**src/icwt_pkg.sv**
```systemverilog
// shared constants and types for the capture unit and its time base
package icwt_pkg;
	localparam int DATA_W     = 16;
	localparam int CH_NUM     = 8;
	localparam int FIFO_DEPTH = 4;
	localparam int ADDR_W     = 12;
	localparam int IDX_W      = 10;
	localparam int PIN_NUM    = 10;
	localparam int PIN_LOW    = 8;
	localparam int PIN_HIGH   = 9;

	// register indices, byte address is four times the index
	localparam logic [IDX_W-1:0] IDX_TIMER_LOW_COUNT    = 10'h106;
	localparam logic [IDX_W-1:0] IDX_TIMER_HIGH_HOLDING = 10'h108;
	localparam logic [IDX_W-1:0] IDX_TIMER_HIGH_COUNT   = 10'h10A;
	localparam logic [IDX_W-1:0] IDX_PERIOD_LOW_WORD    = 10'h10C;
	localparam logic [IDX_W-1:0] IDX_PERIOD_HIGH_WORD   = 10'h10E;
	localparam logic [IDX_W-1:0] IDX_LOW_TIMER_CONTROL  = 10'h110;
	localparam logic [IDX_W-1:0] IDX_HIGH_TIMER_CONTROL = 10'h112;
	localparam logic [IDX_W-1:0] IDX_INT_FLAG_ZERO      = 10'h084;
	localparam logic [IDX_W-1:0] IDX_INT_ENABLE_ZERO    = 10'h094;
	localparam logic [IDX_W-1:0] IDX_CAPTURE_FIRST      = 10'h140;
	localparam logic [IDX_W-1:0] IDX_CAPTURE_LAST       = 10'h15F;
	localparam int CAP_CH_LSB  = 2;
	localparam int CAP_CON_BIT = 1;
	localparam int CAP_ODD_BIT = 0;

	// timer control fields
	localparam int TCON_ON_BIT   = 15;
	localparam int TCON_SIDL_BIT = 13;
	localparam int TCON_GATE_BIT = 6;
	localparam int TCON_PS_HI    = 5;
	localparam int TCON_PS_LO    = 4;
	localparam int TCON_WIDE_BIT = 3;
	localparam int TCON_CS_BIT   = 1;
	localparam logic [15:0] LOW_CON_WMASK  = 16'hA07A;
	localparam logic [15:0] HIGH_CON_WMASK = 16'hA072;
	localparam logic [15:0] CON_RESET      = 16'h0000;
	localparam logic [15:0] PERIOD_RESET   = 16'hFFFF;
	localparam logic [15:0] COUNT_RESET    = 16'h0000;
	localparam logic [7:0]  TPS_LAST_1     = 8'h00;
	localparam logic [7:0]  TPS_LAST_8     = 8'h07;
	localparam logic [7:0]  TPS_LAST_64    = 8'h3F;
	localparam logic [7:0]  TPS_LAST_256   = 8'hFF;

	// capture control fields
	localparam int ICON_TSEL_BIT = 7;
	localparam int ICON_OV_BIT   = 4;
	localparam int ICON_NE_BIT   = 3;
	localparam int ICON_MODE_HI  = 2;
	localparam int ICON_MODE_LO  = 0;
	localparam logic [3:0] PS_DIV4_LAST  = 4'h3;
	localparam logic [3:0] PS_DIV16_LAST = 4'hF;

	// interrupt flag and enable layout
	localparam int FLAG_PAIR_BIT = 7;
	localparam int FLAG_LOW_BIT  = 6;
	localparam int FLAG_CAP_LSB  = 8;
	localparam logic [15:0] FLAG_MASK = 16'hFFC0;

	typedef enum logic [2:0] {
		MODE_OFF    = 3'h0,
		MODE_BOTH   = 3'h1,
		MODE_FALL   = 3'h2,
		MODE_RISE   = 3'h3,
		MODE_RISE4  = 3'h4,
		MODE_RISE16 = 3'h5,
		MODE_RSVD   = 3'h6,
		MODE_WAKE   = 3'h7
	} icwt_mode_type;
endpackage

```
**src/icwt_channel.sv**
```systemverilog
// one capture channel: edge select, edge prescaler, four-word fifo
module icwt_channel import icwt_pkg::*; (
	input  wire logic              i_core_clk,
	input  wire logic              i_rst,
	input  wire logic              i_ce,
	input  wire logic              i_rise,
	input  wire logic              i_fall,
	input  wire logic [DATA_W-1:0] i_low_count,
	input  wire logic [DATA_W-1:0] i_high_count,
	input  wire logic              i_ctl_wr,
	input  wire logic [DATA_W-1:0] i_ctl_data,
	input  wire logic              i_pop,
	output logic      [DATA_W-1:0] o_head,
	output logic      [DATA_W-1:0] o_control,
	output logic                   o_event
);
	logic [DATA_W-1:0] fifo_reg [FIFO_DEPTH];
	logic [2:0]        count_reg;
	logic              ov_reg;
	logic              tsel_reg;
	icwt_mode_type     mode_reg;
	logic [3:0]        ps_reg;
	logic              hit;
	logic              store;
	logic              do_store;
	logic              ov_set;
	logic              pop;
	logic [2:0]        wr_pos;
	logic [DATA_W-1:0] stamp;

	always_comb begin
		hit = 1'b0;
		unique case (mode_reg)
			MODE_BOTH:            hit = i_rise | i_fall;
			MODE_FALL:            hit = i_fall;
			MODE_RISE, MODE_WAKE: hit = i_rise;
			MODE_RISE4:   hit = i_rise && ps_reg == PS_DIV4_LAST;
			MODE_RISE16:  hit = i_rise && ps_reg == PS_DIV16_LAST;
			MODE_OFF, MODE_RSVD:  hit = 1'b0;
		endcase
	end

	// after an overflow nothing is stored until the fifo drains
	assign store    = hit && mode_reg != MODE_WAKE && !ov_reg;
	assign pop      = i_pop && count_reg != 3'h0;
	assign ov_set   = store && count_reg == 3'(FIFO_DEPTH) && !pop;
	assign do_store = store && !ov_set;
	assign wr_pos   = pop ? count_reg - 3'h1 : count_reg;
	assign stamp    = tsel_reg ? i_low_count : i_high_count;
	assign o_event  = i_ce && hit;
	assign o_head   = fifo_reg[0];

	always_comb begin
		o_control = '0;
		o_control[ICON_TSEL_BIT] = tsel_reg;
		o_control[ICON_OV_BIT]   = ov_reg;
		o_control[ICON_NE_BIT]   = count_reg != 3'h0;
		o_control[ICON_MODE_HI:ICON_MODE_LO] = mode_reg;
	end

	always_ff @(posedge i_core_clk) begin
		if (i_rst) begin
			tsel_reg <= 1'b0;
			mode_reg <= MODE_OFF;
		end else if (i_ce && i_ctl_wr) begin
			tsel_reg <= i_ctl_data[ICON_TSEL_BIT];
			mode_reg <= icwt_mode_type'(i_ctl_data[ICON_MODE_HI:ICON_MODE_LO]);
		end
	end

	always_ff @(posedge i_core_clk) begin
		if (i_rst) begin
			ps_reg <= '0;
		end else if (i_ce) begin
			if (mode_reg == MODE_OFF)
				ps_reg <= '0;
			else if (i_rise && (mode_reg == MODE_RISE4 ||
					mode_reg == MODE_RISE16))
				ps_reg <= (mode_reg == MODE_RISE4 && ps_reg == PS_DIV4_LAST) ?
					4'h0 : ps_reg + 4'h1;
		end
	end

	always_ff @(posedge i_core_clk) begin
		if (i_rst) begin
			count_reg <= '0;
			ov_reg    <= 1'b0;
		end else if (i_ce) begin
			count_reg <= count_reg + 3'(do_store) - 3'(pop);
			if (ov_set)
				ov_reg <= 1'b1;
			else if (count_reg == 3'h0)
				ov_reg <= 1'b0;
		end
	end

	// entries only shift, so no data reset is needed
	always_ff @(posedge i_core_clk) begin
		if (i_ce) begin
			if (pop)
				for (int i = 0; i < FIFO_DEPTH - 1; i++)
					fifo_reg[i] <= fifo_reg[i+1];
			if (do_store)
				fifo_reg[wr_pos[1:0]] <= stamp;
		end
	end
endmodule

```
**src/icwt_top.sv**
```systemverilog
// capture unit with paired time base and apb register slave
//
// Overview of operation
// - timers stand still during sleep
// - pair flag on 32-bit match or gate fall
// - pair flag sticky, cleared by software write
// - pair irq only when its enable set
// - holding register used only in wide mode
// - eight independent capture channels
// - mode selects fall, rise, 4th, 16th, both
// - channel off clears edge prescaler
// - reset clears every edge prescaler
// - four-entry 16-bit fifo per channel
// - not-empty set on capture until drained
// - read returns oldest, rest move forward
// - fifth capture on full sets overflow
// - overflowing capture value is dropped
// - captures ignored until overflowed fifo drained
// - empty buffer read returns undefined data
// - channel picks low or high timer
// - select bit seven, high timer default
// - wide mode counts to period then wraps
// - low word read latches high word
// - hold then low write loads high word
//
// Implementation choice: the APB slave port.
module icwt_top import icwt_pkg::*; (
	input  wire logic              i_core_clk,
	input  wire logic              i_rst,
	input  wire logic              i_ce,
	input  wire logic              i_sleep,
	input  wire logic              i_idle,
	input  wire logic              i_psel,
	input  wire logic              i_penable,
	input  wire logic              i_pwrite,
	input  wire logic [ADDR_W-1:0] i_paddr,
	input  wire logic [31:0]       i_pwdata,
	input  wire logic [3:0]        i_pstrb,
	output logic      [31:0]       o_prdata,
	output logic                   o_pready,
	output logic                   o_pslverr,
	input  wire logic [CH_NUM-1:0] i_capture_pin,
	input  wire logic              i_low_clk_pin,
	input  wire logic              i_high_clk_pin,
	output logic                   o_pair_irq,
	output logic                   o_low_irq,
	output logic      [CH_NUM-1:0] o_capture_irq
);
	function automatic logic [7:0] prescale_last(input logic [1:0] sel);
		unique case (sel)
			2'h0: prescale_last = TPS_LAST_1;
			2'h1: prescale_last = TPS_LAST_8;
			2'h2: prescale_last = TPS_LAST_64;
			2'h3: prescale_last = TPS_LAST_256;
		endcase
	endfunction

	function automatic logic [15:0] strobed(input logic [15:0] old,
			input logic [15:0] data, input logic [1:0] strb);
		strobed = {strb[1] ? data[15:8] : old[15:8],
			strb[0] ? data[7:0] : old[7:0]};
	endfunction

	logic [PIN_NUM-1:0] sync1_reg;
	logic [PIN_NUM-1:0] sync2_reg;
	logic [PIN_NUM-1:0] sync3_reg;
	logic [PIN_NUM-1:0] level_reg;
	logic [PIN_NUM-1:0] prev_reg;
	logic [PIN_NUM-1:0] rise;
	logic [PIN_NUM-1:0] fall;

	logic [15:0] lo_cnt_reg;
	logic [15:0] hi_cnt_reg;
	logic [15:0] hold_reg;
	logic [15:0] pr_lo_reg;
	logic [15:0] pr_hi_reg;
	logic [15:0] lo_con_reg;
	logic [15:0] hi_con_reg;
	logic [15:0] flag_reg;
	logic [15:0] enable_reg;
	logic [7:0]  lo_ps_reg;
	logic [7:0]  hi_ps_reg;
	logic        done_reg;
	logic [31:0] prdata_reg;

	logic [IDX_W-1:0]   idx;
	logic               access;
	logic               rd_first;
	logic               wr;
	logic [15:0]        wdata;
	logic               cap_sel;
	logic [2:0]         cap_ch;
	logic               cap_con;
	logic               mapped;
	logic [15:0]        rd_mux;
	logic               wr_lo_cnt;
	logic               wr_hi_cnt;
	logic               wr_flag;
	logic               wide;
	logic               lo_run;
	logic               hi_run;
	logic               lo_src;
	logic               hi_src;
	logic               lo_tick;
	logic               hi_tick;
	logic               match32;
	logic               lo_match;
	logic               hi_match;
	logic               lo_gate_fall;
	logic               hi_gate_fall;
	logic [15:0]        flag_set;
	logic [CH_NUM-1:0]  cap_event;
	logic [15:0]        cap_head [CH_NUM];
	logic [15:0]        cap_ctl [CH_NUM];

	// pins pass three flops; a level is accepted once the last two agree
	always_ff @(posedge i_core_clk) begin
		if (i_rst) begin
			sync1_reg <= '0;
			sync2_reg <= '0;
			sync3_reg <= '0;
			level_reg <= '0;
			prev_reg  <= '0;
		end else if (i_ce) begin
			sync1_reg <= {i_high_clk_pin, i_low_clk_pin, i_capture_pin};
			sync2_reg <= sync1_reg;
			sync3_reg <= sync2_reg;
			level_reg <= (sync2_reg & sync3_reg) |
				(level_reg & (sync2_reg ^ sync3_reg));
			prev_reg  <= level_reg;
		end
	end
	assign rise = level_reg & ~prev_reg;
	assign fall = ~level_reg & prev_reg;

	// apb decode; one wait state so read data come from a flop
	assign idx      = i_paddr[ADDR_W-1:2];
	assign access   = i_psel && i_penable;
	assign o_pready = done_reg && i_ce;
	assign rd_first = access && !done_reg && !i_pwrite && i_ce;
	assign cap_sel  = idx >= IDX_CAPTURE_FIRST && idx <= IDX_CAPTURE_LAST &&
		!idx[CAP_ODD_BIT];
	assign cap_ch   = idx[CAP_CH_LSB+2:CAP_CH_LSB];
	assign cap_con  = idx[CAP_CON_BIT];
	assign wdata    = i_pwdata[15:0];
	assign o_prdata = prdata_reg;

	always_comb begin
		mapped = 1'b1;
		rd_mux = '0;
		unique case (idx)
			IDX_TIMER_LOW_COUNT:    rd_mux = lo_cnt_reg;
			IDX_TIMER_HIGH_HOLDING: rd_mux = hold_reg;
			IDX_TIMER_HIGH_COUNT:   rd_mux = hi_cnt_reg;
			IDX_PERIOD_LOW_WORD:    rd_mux = pr_lo_reg;
			IDX_PERIOD_HIGH_WORD:   rd_mux = pr_hi_reg;
			IDX_LOW_TIMER_CONTROL:  rd_mux = lo_con_reg;
			IDX_HIGH_TIMER_CONTROL: rd_mux = hi_con_reg;
			IDX_INT_FLAG_ZERO:      rd_mux = flag_reg;
			IDX_INT_ENABLE_ZERO:    rd_mux = enable_reg;
			default: begin
				mapped = cap_sel;
				if (cap_sel)
					rd_mux = cap_con ? cap_ctl[cap_ch] : cap_head[cap_ch];
			end
		endcase
	end

	assign o_pslverr = access && !mapped;
	assign wr        = access && i_pwrite && o_pready && mapped;
	assign wr_lo_cnt = wr && idx == IDX_TIMER_LOW_COUNT;
	assign wr_hi_cnt = wr && idx == IDX_TIMER_HIGH_COUNT;
	assign wr_flag   = wr && idx == IDX_INT_FLAG_ZERO;

	always_ff @(posedge i_core_clk) begin
		if (i_rst) begin
			done_reg   <= 1'b0;
			prdata_reg <= '0;
		end else if (i_ce) begin
			done_reg <= access && !done_reg;
			if (rd_first)
				prdata_reg <= {16'h0000, rd_mux};
		end
	end

	always_ff @(posedge i_core_clk) begin
		if (i_rst) begin
			pr_lo_reg  <= PERIOD_RESET;
			pr_hi_reg  <= PERIOD_RESET;
			lo_con_reg <= CON_RESET;
			hi_con_reg <= CON_RESET;
			enable_reg <= '0;
		end else if (i_ce && wr) begin
			if (idx == IDX_PERIOD_LOW_WORD)
				pr_lo_reg <= strobed(pr_lo_reg, wdata, i_pstrb[1:0]);
			if (idx == IDX_PERIOD_HIGH_WORD)
				pr_hi_reg <= strobed(pr_hi_reg, wdata, i_pstrb[1:0]);
			if (idx == IDX_LOW_TIMER_CONTROL)
				lo_con_reg <= strobed(lo_con_reg, wdata, i_pstrb[1:0]) &
					LOW_CON_WMASK;
			if (idx == IDX_HIGH_TIMER_CONTROL)
				hi_con_reg <= strobed(hi_con_reg, wdata, i_pstrb[1:0]) &
					HIGH_CON_WMASK;
			if (idx == IDX_INT_ENABLE_ZERO)
				enable_reg <= strobed(enable_reg, wdata, i_pstrb[1:0]) &
					FLAG_MASK;
		end
	end

	// time base; in wide mode the high control is ignored
	assign wide   = lo_con_reg[TCON_WIDE_BIT];
	assign lo_run = lo_con_reg[TCON_ON_BIT] && !i_sleep &&
		!(i_idle && lo_con_reg[TCON_SIDL_BIT]);
	assign hi_run = !wide && hi_con_reg[TCON_ON_BIT] && !i_sleep &&
		!(i_idle && hi_con_reg[TCON_SIDL_BIT]);
	assign lo_src = lo_con_reg[TCON_CS_BIT] ? rise[PIN_LOW] :
		(!lo_con_reg[TCON_GATE_BIT] || level_reg[PIN_LOW]);
	assign hi_src = hi_con_reg[TCON_CS_BIT] ? rise[PIN_HIGH] :
		(!hi_con_reg[TCON_GATE_BIT] || level_reg[PIN_HIGH]);
	assign lo_tick = lo_run && lo_src &&
		lo_ps_reg == prescale_last(lo_con_reg[TCON_PS_HI:TCON_PS_LO]);
	assign hi_tick = hi_run && hi_src &&
		hi_ps_reg == prescale_last(hi_con_reg[TCON_PS_HI:TCON_PS_LO]);
	assign match32  = {hi_cnt_reg, lo_cnt_reg} == {pr_hi_reg, pr_lo_reg};
	assign lo_match = lo_cnt_reg == pr_lo_reg;
	assign hi_match = hi_cnt_reg == pr_hi_reg;
	assign lo_gate_fall = lo_con_reg[TCON_ON_BIT] &&
		!lo_con_reg[TCON_CS_BIT] && lo_con_reg[TCON_GATE_BIT] && fall[PIN_LOW];
	assign hi_gate_fall = hi_run && !hi_con_reg[TCON_CS_BIT] &&
		hi_con_reg[TCON_GATE_BIT] && fall[PIN_HIGH];

	// prescalers clear on a count write or when the timer is off
	always_ff @(posedge i_core_clk) begin
		if (i_rst) begin
			lo_ps_reg <= '0;
			hi_ps_reg <= '0;
		end else if (i_ce) begin
			if (wr_lo_cnt || wr_hi_cnt || !lo_con_reg[TCON_ON_BIT])
				lo_ps_reg <= '0;
			else if (lo_run && lo_src)
				lo_ps_reg <= lo_tick ? 8'h00 : lo_ps_reg + 8'h01;
			if (wr_lo_cnt || wr_hi_cnt || !hi_con_reg[TCON_ON_BIT])
				hi_ps_reg <= '0;
			else if (hi_run && hi_src)
				hi_ps_reg <= hi_tick ? 8'h00 : hi_ps_reg + 8'h01;
		end
	end

	always_ff @(posedge i_core_clk) begin
		if (i_rst) begin
			lo_cnt_reg <= COUNT_RESET;
			hi_cnt_reg <= COUNT_RESET;
		end else if (i_ce) begin
			if (wr_lo_cnt) begin
				lo_cnt_reg <= strobed(lo_cnt_reg, wdata, i_pstrb[1:0]);
				if (wide)
					hi_cnt_reg <= hold_reg;
			end else if (wr_hi_cnt) begin
				hi_cnt_reg <= strobed(hi_cnt_reg, wdata, i_pstrb[1:0]);
			end else if (wide) begin
				if (lo_tick)
					{hi_cnt_reg, lo_cnt_reg} <= match32 ? 32'h0000_0000 :
						{hi_cnt_reg, lo_cnt_reg} + 32'h0000_0001;
			end else begin
				if (lo_tick)
					lo_cnt_reg <= lo_match ? 16'h0000 : lo_cnt_reg + 16'h0001;
				if (hi_tick)
					hi_cnt_reg <= hi_match ? 16'h0000 : hi_cnt_reg + 16'h0001;
			end
		end
	end

	// holding word only matters in wide mode
	always_ff @(posedge i_core_clk) begin
		if (i_rst) begin
			hold_reg <= '0;
		end else if (i_ce) begin
			if (wr && idx == IDX_TIMER_HIGH_HOLDING)
				hold_reg <= strobed(hold_reg, wdata, i_pstrb[1:0]);
			else if (rd_first && wide && idx == IDX_TIMER_LOW_COUNT)
				hold_reg <= hi_cnt_reg;
		end
	end

	// flags: hardware set wins over a software write in the same cycle
	always_comb begin
		flag_set = '0;
		flag_set[FLAG_PAIR_BIT] = wide ?
			(lo_tick && match32 && !wr_lo_cnt && !wr_hi_cnt) || lo_gate_fall :
			(hi_tick && hi_match && !wr_hi_cnt) || hi_gate_fall;
		flag_set[FLAG_LOW_BIT] = !wide &&
			((lo_tick && lo_match && !wr_lo_cnt) || lo_gate_fall);
		flag_set[FLAG_CAP_LSB +: CH_NUM] = cap_event;
	end

	always_ff @(posedge i_core_clk) begin
		if (i_rst)
			flag_reg <= '0;
		else if (i_ce)
			flag_reg <= (wr_flag ? strobed(flag_reg, wdata, i_pstrb[1:0]) &
				FLAG_MASK : flag_reg) | flag_set;
	end

	assign o_pair_irq = flag_reg[FLAG_PAIR_BIT] &&
		enable_reg[FLAG_PAIR_BIT];
	assign o_low_irq  = flag_reg[FLAG_LOW_BIT] && enable_reg[FLAG_LOW_BIT];
	assign o_capture_irq = flag_reg[FLAG_CAP_LSB +: CH_NUM] &
		enable_reg[FLAG_CAP_LSB +: CH_NUM];

	for (genvar g = 0; g < CH_NUM; g++) begin : g_ch
		icwt_channel u_ch (
			.i_core_clk   (i_core_clk),
			.i_rst        (i_rst),
			.i_ce         (i_ce),
			.i_rise       (rise[g]),
			.i_fall       (fall[g]),
			.i_low_count  (lo_cnt_reg),
			.i_high_count (hi_cnt_reg),
			.i_ctl_wr     (wr && cap_sel && cap_con && cap_ch == 3'(g)),
			.i_ctl_data   (strobed(cap_ctl[g], wdata, i_pstrb[1:0])),
			.i_pop        (rd_first && cap_sel && !cap_con &&
				cap_ch == 3'(g)),
			.o_head       (cap_head[g]),
			.o_control    (cap_ctl[g]),
			.o_event      (cap_event[g])
		);
	end
endmodule

```
**config.mk**
```make
export PLATFORM = sky130hd
export DESIGN_NAME = icwt_top
export DESIGN_NICKNAME = d
export VERILOG_FILES = /design/src/icwt_pkg.sv /design/src/icwt_channel.sv /design/src/icwt_top.sv
export SDC_FILE = /design/constraint.sdc
export NUM_CORES = 2
export LEC_CHECK = 0
export ABC_AREA = 1
export BUFFER_PORTS_ARGS = -buffer_cell sky130_fd_sc_hd__buf_4
export CAP_MARGIN = 40
export CORE_ASPECT_RATIO = 0.5
export CORE_MARGIN = 4
export CORE_UTILIZATION = 60
export DETAILED_ROUTE_END_ITERATION = 16
export PLACE_DENSITY = 0.77
export SETUP_SLACK_MARGIN = 0.15
export SLEW_MARGIN = 20
export SYNTH_ARGS = -nofsm -noshare
export SYNTH_HDL_FRONTEND = slang
export SYNTH_SLANG_ARGS = --single-unit
```
**constraint.sdc**
```tcl
create_clock -name i_core_clk -period 4.99 [get_ports i_core_clk]
set_clock_uncertainty 0.2 [all_clocks]
set_input_delay 0 -clock i_core_clk [delete_from_list [all_inputs] [get_ports i_core_clk]]
set_output_delay 0 -clock i_core_clk [all_outputs]
set_load 0.02 [all_outputs]
```
==> results.ini <==
[pwr]
peakVddDrop_v = 0.000234
powerDensity_mw_per_mm2 = 299
power.leakage_nw = 18.6

[placed_design]
post-place-ws_ns = 0.888
io_buffers = 73
dp.cells = 5800
place.gp.congestion = 1.02
dp_hpwl_um = 90000

[status]
status = finished clean

[synthesis]
synth-edff-count = 512
synthFlopType = edfxtp_1
ys.warnings.count = 0
netlist_area_mm2 = 0.0407
yosysTopAreaCell = edfxtp_1
ys_ff_latch = 804
seq_area_frac_synth_pct = 52.2
ys_types = 57
synth_async_sr_flop_share_pct = 0
postSynthAreaPerCell_um2 = 8.13
yosys.area.top_type_share_pct = 37.8
synthCells = 5001
synthTopCellsByArea = edfxtp_1 38%, nand2_1 17%, dfxtp_1 14%

[sta]
max-slew-margin-rel_pct = 38.2
setup_viol = 0
timing.setup.tns_ns = 0
drv_slew = 0
clock.fmax_mhz = 219
setup_slack_ns = 0.417
hold_viol = 0
fin_crit_sh_pct = 91.6
min_period_ns = 4.57
rsz0062_at_grt = false
tightest_slew_ns = 0.927

[clocking]
cts.sinks = 804
numCtsBuffers = 73
worstSkewPairLatency_ns = 0.67
postCtsSetupBuffers = 0
cts_root_buf = clkbuf_16
cts_tree = yes
h-tree-depth = 3
clk_pin_slew_ns = 0.07
clock_path_buffers = 3

[detailed_routing]
via_per_inst = 6.07
wl_met1_um = 50100
drc = 0
wl_per_cell_um = 21.8
highest_layer = met5
dr_wl_met3_um = 18600
antenna_left = 0
dr_total_vias = 36600
wl_met2_um = 55200
first_pass_iters = 7
first_iter_violations = 5491
drt_wl_total_um = 131000

[final_layout]
multi_input_area_mm2 = 0.0169
area_delta_synth_final_pct = 11.7
final_cells = 6021
largest_register_ffs = 512
seqCellArea_mm2 = 0.0212
nNetsFinal = 5198
final_layout_size_suffix_gt1_share_pct = 7.30
nFillCells = 5261
final_cell_mix = 1,802 x nand2_1, 512 x edfxtp_1, 422 x o21ai_0
final_common_cell = nand2_1

[setup_path]
crit_top_cell = nor2_2
cp.buffers_inverters = 3
cp-end-kind = register
cp.required_ns = 5.07
path_delay_family = simple AND/OR/NAND/NOR gates
crit_slowest_cell = nand2_1
worstPathCellList = dlygate4sd3_1 -> buf_4 -> nand2_1 -> dlygate4sd3_1 -> nor2_1 -> nand3_2 -> nor2_2 -> nand2_2 -> nor2_2 -> ha_1 -> nor2_2 -> nand2_2 -> nand2_1
cp_slowest_stage_delay_ns = 0.67
crit_arrival_ns = 4.65
cp-start-kind = input port
path_max_fanout = 17
worstSetupPathType = input port to register

[global_route]
overflow = 0
grt_max_degree = 139
antenna_found_initial = 3
grt_first_pass_wirelength_um = 197000
track_usage_pct = 35.8
first_global_vias = 33800

[hold_path]
hold_class = input port to register

[floorplanning]
core.rowCount = 67
pin_count = 110
die_area_mm2 = 0.0723
die_h_um = 192
die_w_um = 376
core_area_mm2 = 0.0671
start_util_pct = 60.6

[job]
drv_cap = 0

-- cell usage after synthesis, drive strengths merged, types with 7 or more instances --
cell type,count
a21oi,193
a22oi,28
a31oi,10
a41oi,8
buf,86
clkbuf,179
dfxtp,292
edfxtp,512
fa,8
ha,60
inv,394
nand2,1816
nand3,239
nand3b,7
nand4,100
nor2,347
nor3,32
nor4,7
o211ai,54
o21ai,429
o221ai,9
o22ai,59
o31ai,13
or2,9
xnor2,36
xor2,36
-- through the flow --
| step | total power [mW] | hold slack [ns] | area [µm²] | utilization (%) |
|---|---|---|---|---|
| final | 13.6 | 0.0534 | 45400 | 67.7 |
| after global routing | 13.9 | 0.0582 | 45400 | 67.7 |
| after CTS | 13.5 | 0.0238 | 45300 | 67.5 |
| after detailed placement | 7.74 | 0.0302 | 42000 | 62.7 |
| after global placement | 7.72 | 0.0211 | 41700 | 62.2 |
| after floorplan | 7.55 | -0.0651 | 40700 | - |
-- worst paths after layout --
| path | end | startpoint | depth (start not counted) | slack [ns] |
|---|---|---|---|---|
| setup / recovery | g_ch[1].u_ch.fifo_reg[1][0]$_DFFE_PP_ | i_penable | 13 | 0.42 |
| hold reg to reg | enable_reg[15]$_SDFFE_PP0P_ | enable_reg[15]$_SDFFE_PP0P_ | 2 | 0.27 |
| setup reg to reg | g_ch[1].u_ch.fifo_reg[1][0]$_DFFE_PP_ | done_reg$_SDFFE_PP0P_ | 9 | 0.89 |
| hold / removal | enable_reg[10]$_SDFFE_PP0P_ | i_pwdata[10] | 4 | 0.05 |
-- report_power, final --
part / switching [mW] / leakage [nW] / internal, mW
clock: 2.68 / 1.19 / 3.21
combinational: 0.419 / 10.4 / 0.185
sequential: 0.0377 / 6.99 / 7.03
total: 3.14 / 18.6 / 10.4
-- area by class of cell --
| class | instances | share of cell area, % |
|---|---|---|
| Sequential cell | 804 | 46.7 |
| Multi-Input combinational cell | 3551 | 37.1 |
| Timing Repair Buffer | 238 | 4.97 |
| Clock buffer | 87 | 4.30 |
| Inverter | 396 | 3.29 |
| Tap cell | 897 | 2.47 |
| Clock inverter | 45 | 1.12 |
| Antenna cell | 3 | 0.0165 |
-- routing by layer --
layer,GRT usage [%],vias up
li1,-,16800
met4,17.8,2
met1,47.8,16900
met2,53.4,2405
met5,0,-
met3,11.0,451
-- worst min-delay path: cells and delay by family --
kind	cells	cell delay, ns
buffers and inverters	2	0.68
AO/OA/AOI/OAI	2	0.19
-- kinds of logic (layout without fill, tap and decap cells) --
family	after synthesis	after routing	share of synthesized area [%]
AND/OR/NAND/NOR	2562	2562	26.0
flip-flops	804	804	52.2
AO/OA/AOI/OAI	833	833	11.5
XOR/XNOR	72	72	1.55
adder cells (fa/ha/maj)	68	68	2.24
buffers and inverters	661	766	6.53
other	1	19	0.00922
-- timing repair --
action	4_1_cts	5_1_grt
endpoints found under the setup margin	0	0
hold buffers	78	0
endpoints found under the hold margin	242	0
gates resized for setup	0	0
No activity file was read; power rests on OpenSTA's default activity.
